File: src/logic/swv_pkg.sv
// package: constants and types for the stop wake / watchdog / supply monitor block
package swv_pkg;
	// register offsets inside expanded register bank d
	localparam logic [7:0] SUPPLY_VOLTAGE_DETECT_OFS = 8'h0c;
	localparam logic [7:0] STOP_WAKE_SOURCE_TWO_OFS = 8'h0d;
	localparam logic [7:0] WATCHDOG_MODE_OFS = 8'h0f;
	// supply_voltage_detect fields
	localparam int VDET_EN_BIT = 0;
	localparam int VDET_LOW_BIT = 1;
	localparam int VDET_HIGH_BIT = 2;
	// stop_wake_source_two fields
	localparam int SWK_SRC_LSB = 2;
	localparam int SWK_SRC_MSB = 4;
	localparam int SWK_LEVEL_BIT = 6;
	// watchdog_mode fields
	localparam int WDOG_SEL_LSB = 0;
	localparam int WDOG_SEL_MSB = 1;
	localparam int WDOG_HALT_BIT = 2;
	// reset values
	localparam logic [2:0] SWK_SRC_RESET = 3'h0;
	localparam logic SWK_LEVEL_RESET = 1'b0;
	localparam logic VDET_EN_RESET = 1'b0;
	localparam logic [1:0] WDOG_SEL_RESET = 2'h0;
	localparam logic WDOG_HALT_RESET = 1'b1;
	// timing: clock rate and documented times
	localparam int CLK_KHZ = 10000;
	localparam int WDOG_T0_US = 5000;
	localparam int WDOG_T1_US = 10000;
	localparam int WDOG_T2_US = 20000;
	localparam int WDOG_T3_US = 80000;
	localparam int POR_DELAY_US = 2500;
	// least times round up to whole cycles
	localparam int WDOG_T0_CYC = (WDOG_T0_US * CLK_KHZ + 999) / 1000;
	localparam int WDOG_T1_CYC = (WDOG_T1_US * CLK_KHZ + 999) / 1000;
	localparam int WDOG_T2_CYC = (WDOG_T2_US * CLK_KHZ + 999) / 1000;
	localparam int WDOG_T3_CYC = (WDOG_T3_US * CLK_KHZ + 999) / 1000;
	localparam int POR_DELAY_CYC = (POR_DELAY_US * CLK_KHZ + 999) / 1000;
	localparam int WDOG_CNT_W = 20;
	// secondary wake source codes
	typedef enum logic [2:0] {
		SRC_NONE = 3'h0,
		SRC_NAND_P2LO = 3'h1,
		SRC_NAND_P2 = 3'h2,
		SRC_NOR_P3 = 3'h3,
		SRC_NAND_P3 = 3'h4,
		SRC_NOR_P3P0 = 3'h5,
		SRC_NAND_P3P0 = 3'h6,
		SRC_NAND_P3P2 = 3'h7
	} swv_src_t;
	// wake sequencer states
	typedef enum logic {ST_IDLE, ST_DELAY} swv_state_t;
endpackage

File: src/logic/swv_wake_if.sv
// interface: secondary wake gate control, pins and result
`timescale 1ns/100ps
`default_nettype none
interface swv_wake_if;
	import swv_pkg::*;
	swv_src_t source;
	logic level;
	logic [7:0] p0, p2, p3;
	logic [7:0] p0_out, p2_out, p3_out;
	logic wake;
	modport gate (input source, level, p0, p2, p3, p0_out, p2_out, p3_out, output wake);
	modport ctrl (output source, level, p0, p2, p3, p0_out, p2_out, p3_out, input wake);
endinterface
`default_nettype wire

File: src/logic/swv_wake_gate.sv
// module: secondary stop-mode wake combination of port pins
`timescale 1ns/100ps
`default_nettype none
module swv_wake_gate
	import swv_pkg::*;
(
	// clock and reset, used by the checks only
	input wire logic i_clock,
	input wire logic i_nrst,
	// wake gate signals
	swv_wake_if.gate w
);
	logic nand_p2lo, nand_p2, nor_p3, nand_p3, nor_p3p0, nand_p3p0, nand_p3p2;
	logic gate_out;
	logic [4:0] mix0, mix0_out;
	logic [5:0] mix2, mix2_out;

	// output pins are neutral: 1 into a nand, 0 into a nor
	assign mix0 = {w.p3[3:1], w.p0[7], w.p0[0]};
	assign mix0_out = {w.p3_out[3:1], w.p0_out[7], w.p0_out[0]};
	assign mix2 = {w.p3[3:1], w.p2[2:0]};
	assign mix2_out = {w.p3_out[3:1], w.p2_out[2:0]};
	assign nand_p2lo = ~&(w.p2[3:0] | w.p2_out[3:0]); // RULE_02 RULE_05
	assign nand_p2 = ~&(w.p2 | w.p2_out); // RULE_02 RULE_05
	assign nor_p3 = ~|(w.p3[3:1] & ~w.p3_out[3:1]); // RULE_03 RULE_05
	assign nand_p3 = ~&(w.p3[3:1] | w.p3_out[3:1]); // RULE_03 RULE_05
	assign nor_p3p0 = ~|(mix0 & ~mix0_out); // RULE_04 RULE_05
	assign nand_p3p0 = ~&(mix0 | mix0_out); // RULE_04 RULE_05
	assign nand_p3p2 = ~&(mix2 | mix2_out); // RULE_04 RULE_05

	// source select; code 000 leaves only power-on reset
	always_comb begin
		unique case (w.source)
			SRC_NONE: gate_out = 1'b0; // RULE_01
			SRC_NAND_P2LO: gate_out = nand_p2lo;
			SRC_NAND_P2: gate_out = nand_p2;
			SRC_NOR_P3: gate_out = nor_p3;
			SRC_NAND_P3: gate_out = nand_p3;
			SRC_NOR_P3P0: gate_out = nor_p3p0;
			SRC_NAND_P3P0: gate_out = nand_p3p0;
			SRC_NAND_P3P2: gate_out = nand_p3p2;
		endcase
	end

	// level bit sits at the xor input
	assign w.wake = (w.source != SRC_NONE) & (gate_out ^ w.level); // RULE_06 RULE_19 RULE_01

	src_none_a: assert property (@(posedge i_clock) disable iff (!i_nrst) // RULE_01
		w.source == SRC_NONE |-> !w.wake) else $error("wake with source none");
	nand_low_a: assert property (@(posedge i_clock) disable iff (!i_nrst) // RULE_02
		(w.source == SRC_NAND_P2LO && !w.level && w.p2_out == 8'h00 && w.p2[3:0] != 4'hf)
		|-> w.wake) else $error("port 2 low nibble nand missed");
	nor_p3_a: assert property (@(posedge i_clock) disable iff (!i_nrst) // RULE_03
		(w.source == SRC_NOR_P3 && !w.level && w.p3_out == 8'h00)
		|-> w.wake == (w.p3[3:1] == 3'h0)) else $error("port 3 nor wrong");
	mix_p2_a: assert property (@(posedge i_clock) disable iff (!i_nrst) // RULE_04
		(w.source == SRC_NAND_P3P2 && !w.level && w.p2_out == 8'h00 && !w.p2[0])
		|-> w.wake) else $error("port 3 and 2 nand missed");
	out_excl_a: assert property (@(posedge i_clock) disable iff (!i_nrst) // RULE_05
		(((w.source == SRC_NAND_P2LO && w.p2_out[3:0] == 4'hf)
		|| (w.source == SRC_NAND_P2 && w.p2_out == 8'hff)) && !w.level)
		|-> !w.wake) else $error("output pin used as wake source");
	level_inv_a: assert property (@(posedge i_clock) disable iff (!i_nrst) // RULE_06
		(w.source == SRC_NAND_P2 && w.level && w.p2_out == 8'h00 && w.p2 == 8'hff)
		|-> w.wake) else $error("high level wake missed");
endmodule
`default_nettype wire

File: src/logic/swv_power_ctrl.sv
// module: stop wake select, watchdog mode and supply voltage detection
//
// Behaviour
// [RULE_01] source 000: no pin wake, POR only
// [RULE_02] 001/010: NAND port 2 low/all bits
// [RULE_03] 011/100: NOR/NAND of port 3 bits 1-3
// [RULE_04] 101/110/111: mixed port 3, 0, 2 gates
// [RULE_05] pins driven as outputs are ignored
// [RULE_06] level bit inverts gate: 0 low, 1 high
// [RULE_07] source and level bits are write-only
// [RULE_08] reset sets defaults; wake keeps contents
// [RULE_09] primary or secondary event ends stop
// [RULE_10] watchdog select: 5, 10, 20, 80 ms
// [RULE_11] halt bit keeps watchdog counting, default 1
// [RULE_12] detection only while enable bit set
// [RULE_13] bit 2 set while supply above high
// [RULE_14] bit 1 set while supply below low
// [RULE_15] low flag latches supply request until cleared
// [RULE_16] request served only when mask enables it
// [RULE_17] software enables interrupts before detection enable
// [RULE_18] primary bit 5 picks delay or immediate resume
// [RULE_19] secondary wake is gate xor level in stop
`timescale 1ns/100ps
`default_nettype none
module swv_power_ctrl
	import swv_pkg::*;
#(
	parameter int WDOG_CYC0 = WDOG_T0_CYC,
	parameter int WDOG_CYC1 = WDOG_T1_CYC,
	parameter int WDOG_CYC2 = WDOG_T2_CYC,
	parameter int WDOG_CYC3 = WDOG_T3_CYC,
	parameter int POR_DELAY = POR_DELAY_CYC
) (
	// clock and reset
	input wire logic i_clock,
	input wire logic i_nrst,
	// expanded register file access, bank d
	input wire logic [7:0] i_reg_addr,
	input wire logic [7:0] i_reg_wdata,
	input wire logic i_reg_wr,
	input wire logic i_reg_rd,
	output logic [7:0] o_reg_rdata,
	// port pins and their output configuration (1 = output)
	input wire logic [7:0] i_port0,
	input wire logic [7:0] i_port2,
	input wire logic [7:0] i_port3,
	input wire logic [7:0] i_port0_is_out,
	input wire logic [7:0] i_port2_is_out,
	input wire logic [7:0] i_port3_is_out,
	// power modes and primary wake logic
	input wire logic i_stop_mode,
	input wire logic i_halt_mode,
	input wire logic i_primary_wake,
	input wire logic i_primary_delay_sel,
	output logic o_stop_resume,
	// watchdog
	input wire logic i_watchdog_kick,
	output logic o_watchdog_timeout,
	// supply comparators
	input wire logic i_supply_below_low,
	input wire logic i_supply_above_high,
	// supply interrupt request
	input wire logic i_supply_request_clear,
	input wire logic i_supply_request_enable,
	output logic o_supply_interrupt_request,
	output logic o_supply_interrupt_serve
);
	swv_wake_if wk ();

	swv_src_t wake_src;
	logic wake_level;
	logic vdet_en;
	logic [1:0] wdog_sel;
	logic wdog_halt;
	logic wr_vdet, wr_swk, wr_wdog;
	logic low_flag, high_flag;
	logic wake_any;
	logic [WDOG_CNT_W-1:0] wdog_cnt, wdog_limit;
	logic wdog_run;
	swv_state_t state;
	logic [WDOG_CNT_W-1:0] delay_cnt;
	logic [7:0] next_rdata;

	localparam logic [WDOG_CNT_W-1:0] LIM0 = WDOG_CNT_W'(WDOG_CYC0 - 1);
	localparam logic [WDOG_CNT_W-1:0] LIM1 = WDOG_CNT_W'(WDOG_CYC1 - 1);
	localparam logic [WDOG_CNT_W-1:0] LIM2 = WDOG_CNT_W'(WDOG_CYC2 - 1);
	localparam logic [WDOG_CNT_W-1:0] LIM3 = WDOG_CNT_W'(WDOG_CYC3 - 1);
	localparam logic [WDOG_CNT_W-1:0] DLY_LAST = WDOG_CNT_W'(POR_DELAY - 1);

	// write strobes
	assign wr_vdet = i_reg_wr && (i_reg_addr == SUPPLY_VOLTAGE_DETECT_OFS);
	assign wr_swk = i_reg_wr && (i_reg_addr == STOP_WAKE_SOURCE_TWO_OFS);
	assign wr_wdog = i_reg_wr && (i_reg_addr == WATCHDOG_MODE_OFS);

	// secondary wake select; only a real reset restores it, never a wake
	always_ff @(posedge i_clock or negedge i_nrst) begin
		if (!i_nrst) begin
			wake_src <= swv_src_t'(SWK_SRC_RESET); // RULE_08
			wake_level <= SWK_LEVEL_RESET;
		end else if (wr_swk) begin
			wake_src <= swv_src_t'(i_reg_wdata[SWK_SRC_MSB:SWK_SRC_LSB]);
			wake_level <= i_reg_wdata[SWK_LEVEL_BIT];
		end
	end

	// watchdog mode register
	always_ff @(posedge i_clock or negedge i_nrst) begin
		if (!i_nrst) begin
			wdog_sel <= WDOG_SEL_RESET;
			wdog_halt <= WDOG_HALT_RESET; // RULE_11
		end else if (wr_wdog) begin
			wdog_sel <= i_reg_wdata[WDOG_SEL_MSB:WDOG_SEL_LSB];
			wdog_halt <= i_reg_wdata[WDOG_HALT_BIT];
		end
	end

	// detection enable; flag bits are read-only
	always_ff @(posedge i_clock or negedge i_nrst) begin
		if (!i_nrst) begin
			vdet_en <= VDET_EN_RESET;
		end else if (wr_vdet) begin
			vdet_en <= i_reg_wdata[VDET_EN_BIT];
		end
	end

	// comparators only count while detection is on
	assign low_flag = vdet_en & i_supply_below_low; // RULE_12 RULE_14
	assign high_flag = vdet_en & i_supply_above_high; // RULE_12 RULE_13

	// read mux; write-only register reads as zero
	always_comb begin
		next_rdata = 8'h00;
		unique case (i_reg_addr)
			SUPPLY_VOLTAGE_DETECT_OFS: begin
				next_rdata[VDET_EN_BIT] = vdet_en;
				next_rdata[VDET_LOW_BIT] = low_flag; // RULE_14
				next_rdata[VDET_HIGH_BIT] = high_flag; // RULE_13
			end
			WATCHDOG_MODE_OFS: begin
				next_rdata[WDOG_SEL_MSB:WDOG_SEL_LSB] = wdog_sel;
				next_rdata[WDOG_HALT_BIT] = wdog_halt;
			end
			default: next_rdata = 8'h00; // RULE_07
		endcase
	end

	// read data held until the next read
	always_ff @(posedge i_clock or negedge i_nrst) begin
		if (!i_nrst) begin
			o_reg_rdata <= 8'h00;
		end else if (i_reg_rd) begin
			o_reg_rdata <= next_rdata;
		end
	end

	// latched supply request; a new low flag beats a clear in the same cycle
	always_ff @(posedge i_clock or negedge i_nrst) begin
		if (!i_nrst) begin
			o_supply_interrupt_request <= 1'b0;
		end else if (low_flag) begin
			o_supply_interrupt_request <= 1'b1; // RULE_15
		end else if (i_supply_request_clear) begin
			o_supply_interrupt_request <= 1'b0;
		end
	end

	// enabled request goes to the core; masked it is only a status flag
	assign o_supply_interrupt_serve = o_supply_interrupt_request & i_supply_request_enable; // RULE_16

	// wake gate
	assign wk.source = wake_src;
	assign wk.level = wake_level;
	assign wk.p0 = i_port0;
	assign wk.p2 = i_port2;
	assign wk.p3 = i_port3;
	assign wk.p0_out = i_port0_is_out;
	assign wk.p2_out = i_port2_is_out;
	assign wk.p3_out = i_port3_is_out;

	swv_wake_gate u_gate (
		.i_clock(i_clock),
		.i_nrst(i_nrst),
		.w(wk.gate)
	);

	// either recovery source ends stop mode
	assign wake_any = i_stop_mode & (i_primary_wake | wk.wake); // RULE_09 RULE_19

	// wake sequencer: optional power-on delay before resume
	always_ff @(posedge i_clock or negedge i_nrst) begin
		if (!i_nrst) begin
			state <= ST_IDLE;
			delay_cnt <= '0;
			o_stop_resume <= 1'b0;
		end else begin
			o_stop_resume <= 1'b0;
			unique case (state)
				ST_IDLE: begin
					if (wake_any) begin
						if (i_primary_delay_sel) begin
							state <= ST_DELAY; // RULE_18
							delay_cnt <= '0;
						end else begin
							o_stop_resume <= 1'b1; // RULE_18
						end
					end
				end
				ST_DELAY: begin
					if (delay_cnt == DLY_LAST) begin
						state <= ST_IDLE;
						o_stop_resume <= 1'b1;
					end else begin
						delay_cnt <= delay_cnt + 1'b1;
					end
				end
			endcase
		end
	end

	// timeout select
	always_comb begin
		unique case (wdog_sel)
			2'h0: wdog_limit = LIM0; // RULE_10
			2'h1: wdog_limit = LIM1;
			2'h2: wdog_limit = LIM2;
			2'h3: wdog_limit = LIM3;
		endcase
	end

	// frozen in stop; in halt only when the halt bit allows
	assign wdog_run = !i_stop_mode && (!i_halt_mode || wdog_halt); // RULE_11

	// watchdog counter; a shorter select takes effect at once
	always_ff @(posedge i_clock or negedge i_nrst) begin
		if (!i_nrst) begin
			wdog_cnt <= '0;
			o_watchdog_timeout <= 1'b0;
		end else begin
			o_watchdog_timeout <= 1'b0;
			if (i_watchdog_kick) begin
				wdog_cnt <= '0;
			end else if (wdog_run) begin
				if (wdog_cnt >= wdog_limit) begin
					wdog_cnt <= '0;
					o_watchdog_timeout <= 1'b1; // RULE_10
				end else begin
					wdog_cnt <= wdog_cnt + 1'b1;
				end
			end
		end
	end

	wo_read_a: assert property (@(posedge i_clock) disable iff (!i_nrst) // RULE_07
		(i_reg_rd && i_reg_addr == STOP_WAKE_SOURCE_TWO_OFS) |=> o_reg_rdata == 8'h00)
		else $error("write-only register read back");
	vdet_read_a: assert property (@(posedge i_clock) disable iff (!i_nrst) // RULE_12
		(i_reg_rd && i_reg_addr == SUPPLY_VOLTAGE_DETECT_OFS)
		|=> o_reg_rdata[2:1] == $past({high_flag, low_flag}) && o_reg_rdata[7:3] == 5'h00
		&& (o_reg_rdata[2:1] == 2'h0 || o_reg_rdata[0]))
		else $error("detect flags read wrong");
	req_set_a: assert property (@(posedge i_clock) disable iff (!i_nrst) // RULE_15
		(vdet_en && i_supply_below_low) |=> o_supply_interrupt_request)
		else $error("low supply request not latched");
	req_hold_a: assert property (@(posedge i_clock) disable iff (!i_nrst) // RULE_15
		(o_supply_interrupt_request && !i_supply_request_clear) |=> o_supply_interrupt_request)
		else $error("supply request dropped");
	req_serve_a: assert property (@(posedge i_clock) disable iff (!i_nrst) // RULE_16
		o_supply_interrupt_serve |-> o_supply_interrupt_request && i_supply_request_enable)
		else $error("supply request served while masked");
	wake_now_a: assert property (@(posedge i_clock) disable iff (!i_nrst) // RULE_18
		(state == ST_IDLE && wake_any && !i_primary_delay_sel) |=> o_stop_resume)
		else $error("immediate resume missing");
	wake_either_a: assert property (@(posedge i_clock) disable iff (!i_nrst) // RULE_09
		(state == ST_IDLE && i_stop_mode && i_primary_wake)
		|=> (o_stop_resume || state == ST_DELAY))
		else $error("primary wake ignored");
	halt_freeze_a: assert property (@(posedge i_clock) disable iff (!i_nrst) // RULE_11
		(i_halt_mode && !wdog_halt && !i_watchdog_kick) |=> $stable(wdog_cnt))
		else $error("watchdog counted in halt");
	wdog_period_a: assert property (@(posedge i_clock) disable iff (!i_nrst) // RULE_10
		o_watchdog_timeout |-> $past(wdog_cnt) >= $past(wdog_limit))
		else $error("watchdog timeout early");
	src_keep_a: assert property (@(posedge i_clock) disable iff (!i_nrst) // RULE_08
		(!wr_swk) |=> $stable(wake_src) && $stable(wake_level))
		else $error("wake select changed without write");
endmodule
`default_nettype wire

File: config.mk
export PLATFORM = sky130hd
export DESIGN_NAME = swv_power_ctrl
export DESIGN_NICKNAME = d
export VERILOG_FILES = /design/src/logic/swv_pkg.sv /design/src/logic/swv_wake_if.sv /design/src/logic/swv_wake_gate.sv /design/src/logic/swv_power_ctrl.sv
export SDC_FILE = /design/constraint.sdc
export NUM_CORES = 1
export LEC_CHECK = 0
export BUFFER_PORTS_ARGS = -buffer_cell sky130_fd_sc_hd__buf_2
export CELL_PAD_IN_SITES_DETAIL_PLACEMENT = 0
export CELL_PAD_IN_SITES_GLOBAL_PLACEMENT = 2
export CORE_UTILIZATION = 29
export DETAILED_ROUTE_END_ITERATION = 12
export PLACE_DENSITY = 0.79
export SETUP_SLACK_MARGIN = 0.5
export SLEW_MARGIN = 20
export SYNTH_ARGS = -nofsm -noshare
export SYNTH_HDL_FRONTEND = slang
export SYNTH_HIERARCHICAL = 1
export SYNTH_SLANG_ARGS = --single-unit
export TNS_END_PERCENT = 20
File: constraint.sdc
create_clock -name i_clock -period 2.9 [get_ports i_clock]
set_input_delay 0.58 -clock i_clock [delete_from_list [all_inputs] [get_ports i_clock]]
set_output_delay 0.58 -clock i_clock [all_outputs]
set_load 0.005 [all_outputs]
==> qor.yml <==
status: "completed"
clk_latency_ns: 0.30
cts_max_path_buffers: 2
grt_pass1_vias: 3089
swShare: 0.295
io_pins: 89
hold_viol_final: 0
io_buffers: 59
syn_inst: 388
fin_ws_ns: 0.212
diodes: 0
netSwitchingPower_w: 0.000567
cts_tree: "built"
p_leak_nw: 2.13
yosysWarnings: 6
cp.arrival_ns: 2.89
finalCriticalPeriod_ns: 2.69
r2r_setup_slack_ns: 0.21
antenna_found_initial: 0
synth_edf_count: 0
root_buffer: "clkbuf_16"
max_slew_margin: 0.272
grtUsageTotal: 0.149
hold_class: "primary input to async pin"
async_reset_ff_frac: 1.00
tightest_slew_ns: 1.09
final_cell_mix: "buf_2 (60), dfrtp_1 (50), nor2_1 (40)"
path_cells: "inv_4, ha_4, inv_2, ha_4, and3_4, a21oi_1, o21ai_1, a2111o_1, or3_4, o41ai_4"
p_int_w: 0.00136
rows: 40
setup_violations: 0
synth_cell_type_count: 59
finalCritPeriodShare: 0.927
die-area_um2: 12700
clkSinkCount: 55
maxSlewViolCount: 0
rsz0062_at_grt: "yes"
crit_path_end_kind: "register"
wirelength_um: 9020
synth_xor_area_frac: 0.0518
grt_max_degree: 40
placedInstanceArea_um2: 4240
critical-path-max-stage-delay_ns: 0.48
max_cap_violations: 0
avgSynthCellArea_um2: 9.16
start_util: 0.297
clkPwrFrac: 0.317
grt-ovfl-total: 0
r2r_end: "wdog_cnt[16]$_DFFE_PN0P_"
power_frac_seq: 0.473
synth.yosys.seq_area_share: 0.388
gp_congestion: 0.775
cp_max_fo: 5
vias: 3182
cpMostUsedCell: "ha_4"
fin_skew_ns: 0.00484
synthSimpleGateAreaFrac: 0.242
die_w_um: 113
drt_iter0_markers: 106
synth_top_family_by_area: "simple AND/OR/NAND/NOR gates"
muxShareOfSynthArea: 0.0285
place_worst_setup_slack_ns: -0.0578
htreeDepth: 2
synthFlopType: "dfrtp_1"
nNetsFinal: 577
r2r-start: "wdog_sel[1]$_DFFE_PN0P_"
drc_errors: 0
wl_per_cell_um: 14.4
rr_worst_depth: 10
final_common_cell: "buf_2"
drive_gt1_frac: 0.361
clk_pin_slew_ns: 0.07
fmax_ghz: 0.372
worstSetupPathType: "register to register"
die_y_um: 113
ant_nets: 0
cts_buffers: 5
ir_drop_v: 0.000354
syn_to_final_growth_pct: 34.6
vias_per_cell: 5.08
slowest_stage: "dfrtp_2"
syn_area_um2: 3550
postLayoutCellArea_um2: 4780
cellPowerDensity_nw_per_um2: 402
dp_hpwl_um: 6470
postCtsHoldBufs: 0
coreArea_um2: 12000
synth_fa_ha_area_frac: 0.0775
start_kind: "register"
p_comb_frac: 0.210
synth_compound_area_frac: 0.164
crit_required_ns: 3.10
synth-seq-cells: 55
firstDrtPassIters: 4
grt_pass1_wl_um: 15300
metrics by stage:
stage	hold slack (ns)	power, W	TNS (ns)	util	instances
finish	0.406	0.00192	0	0.400	626
global route	0.490	0.00204	0	0.400	626
CTS	0.465	0.00192	0	0.383	620
detailed placement	0.506	0.00127	-0.516	0.354	598
global placement	0.502	0.00126	-0.149	0.354	598
floorplan	0.284	0.00114	0	-	392
final cells by class:
type | instances | area [um^2]
fillers | 1202 | 7180
repair buffers | 96 | 621
flip-flops and latches | 55 | 1380
inverters | 19 | 81.3
clock inverters | 3 | 18.8
well taps | 147 | 184
clock buffers | 5 | 125
multi-input cells | 301 | 2370
cell usage after synthesis (8+ instances only):
cell type | n | area, um^2
nor2_1 | 41 | 154
mux2_2 | 9 | 101
nand4_1 | 10 | 62.6
dfrtp_1 | 54 | 1350
and3_1 | 9 | 56.3
o31ai_1 | 8 | 60.1
xor2_1 | 17 | 149
nand3_1 | 19 | 95.1
nor3_1 | 13 | 65.1
nand2_1 | 34 | 128
a21oi_1 | 12 | 60.1
ha_1 | 22 | 275
inv_1 | 18 | 67.6
sequential cells by signal (all words and copies together) (netlist names):
register and count:
wake_level 1, state 1, wdog_sel 2, o_stop_resume 1
wake_src 3, o_supply_interrupt_request 1, vdet_en 1, delay_cnt 20
wdog_halt 1, o_reg_rdata 3, o_watchdog_timeout 1, wdog_cnt 20
worst max-delay path: cells and delay by family, from the launching register on:
| kind | cells | cell delay (ns) |
|---|---|---|
| compound gates | 4 | 0.93 |
| fa+ha+maj | 2 | 0.38 |
| buf+inv | 2 | 0.16 |
| flops | 1 | 0.48 |
| simple gates | 2 | 0.63 |
worst max path at each step:
stage / start / to / slack, ns / cells after the start
finish: wdog_sel[1]$_DFFE_PN0P_ / wdog_cnt[16]$_DFFE_PN0P_ / 0.21 / 10
global route: wdog_sel[1]$_DFFE_PN0P_ / wdog_cnt[5]$_DFFE_PN0P_ / 0.12 / 12
CTS: wake_src[0]$_DFFE_PN0P_ / delay_cnt[16]$_DFFE_PN0P_ / 0.19 / 11
detailed placement: wdog_sel[0]$_DFFE_PN0P_ / wdog_cnt[5]$_DFFE_PN0P_ / -0.06 / 12
global placement: wdog_sel[0]$_DFFE_PN0P_ / wdog_cnt[5]$_DFFE_PN0P_ / -0.05 / 12
floorplan: wdog_sel[1]$_DFFE_PN0P_ / wdog_cnt[16]$_DFFE_PN0P_ / 0.28 / 11
routing by layer:
layer | wire length [um] | up-vias | track usage
met5 | 0 | - | 0
li1 | - | 1598 | -
met1 | 4250 | 1541 | 0.208
met3 | 189 | 10 | 0.0243
met2 | 4480 | 33 | 0.241
met4 | 98 | 0 | 0.0356
power groups by stage:
stage	clock network, W	logic [W]	registers, W
2_1_floorplan	0	0.000236	0.000904
3_3_place_gp	0	0.000343	0.000920
3_5_place_dp	0	0.000351	0.000921
4_1_cts	0.000631	0.000378	0.000907
5_1_grt	0.000666	0.000453	0.000924
6_report	0.000609	0.000403	0.000910
kinds of logic after synthesis:
| family | after synthesis |
|---|---|
| adders and majority gates | 22 |
| xor gates and xnor gates | 21 |
| muxes | 9 |
| AOI/OAI and AO/OA | 76 |
| other | 1 |
| DFF | 55 |
| buffers and inverters | 36 |
| and+or+nand+nor | 168 |
repair_timing:
item | CTS | global route
hold endpoints to repair | 0 | 0
gates cloned | 1 | 0
setup endpoints to repair | 38 | 40
pin swaps | 14 | 17
resized for setup | 24 | 25
setup buffers | 13 | 6
Power figures use the tool's default switching activity.
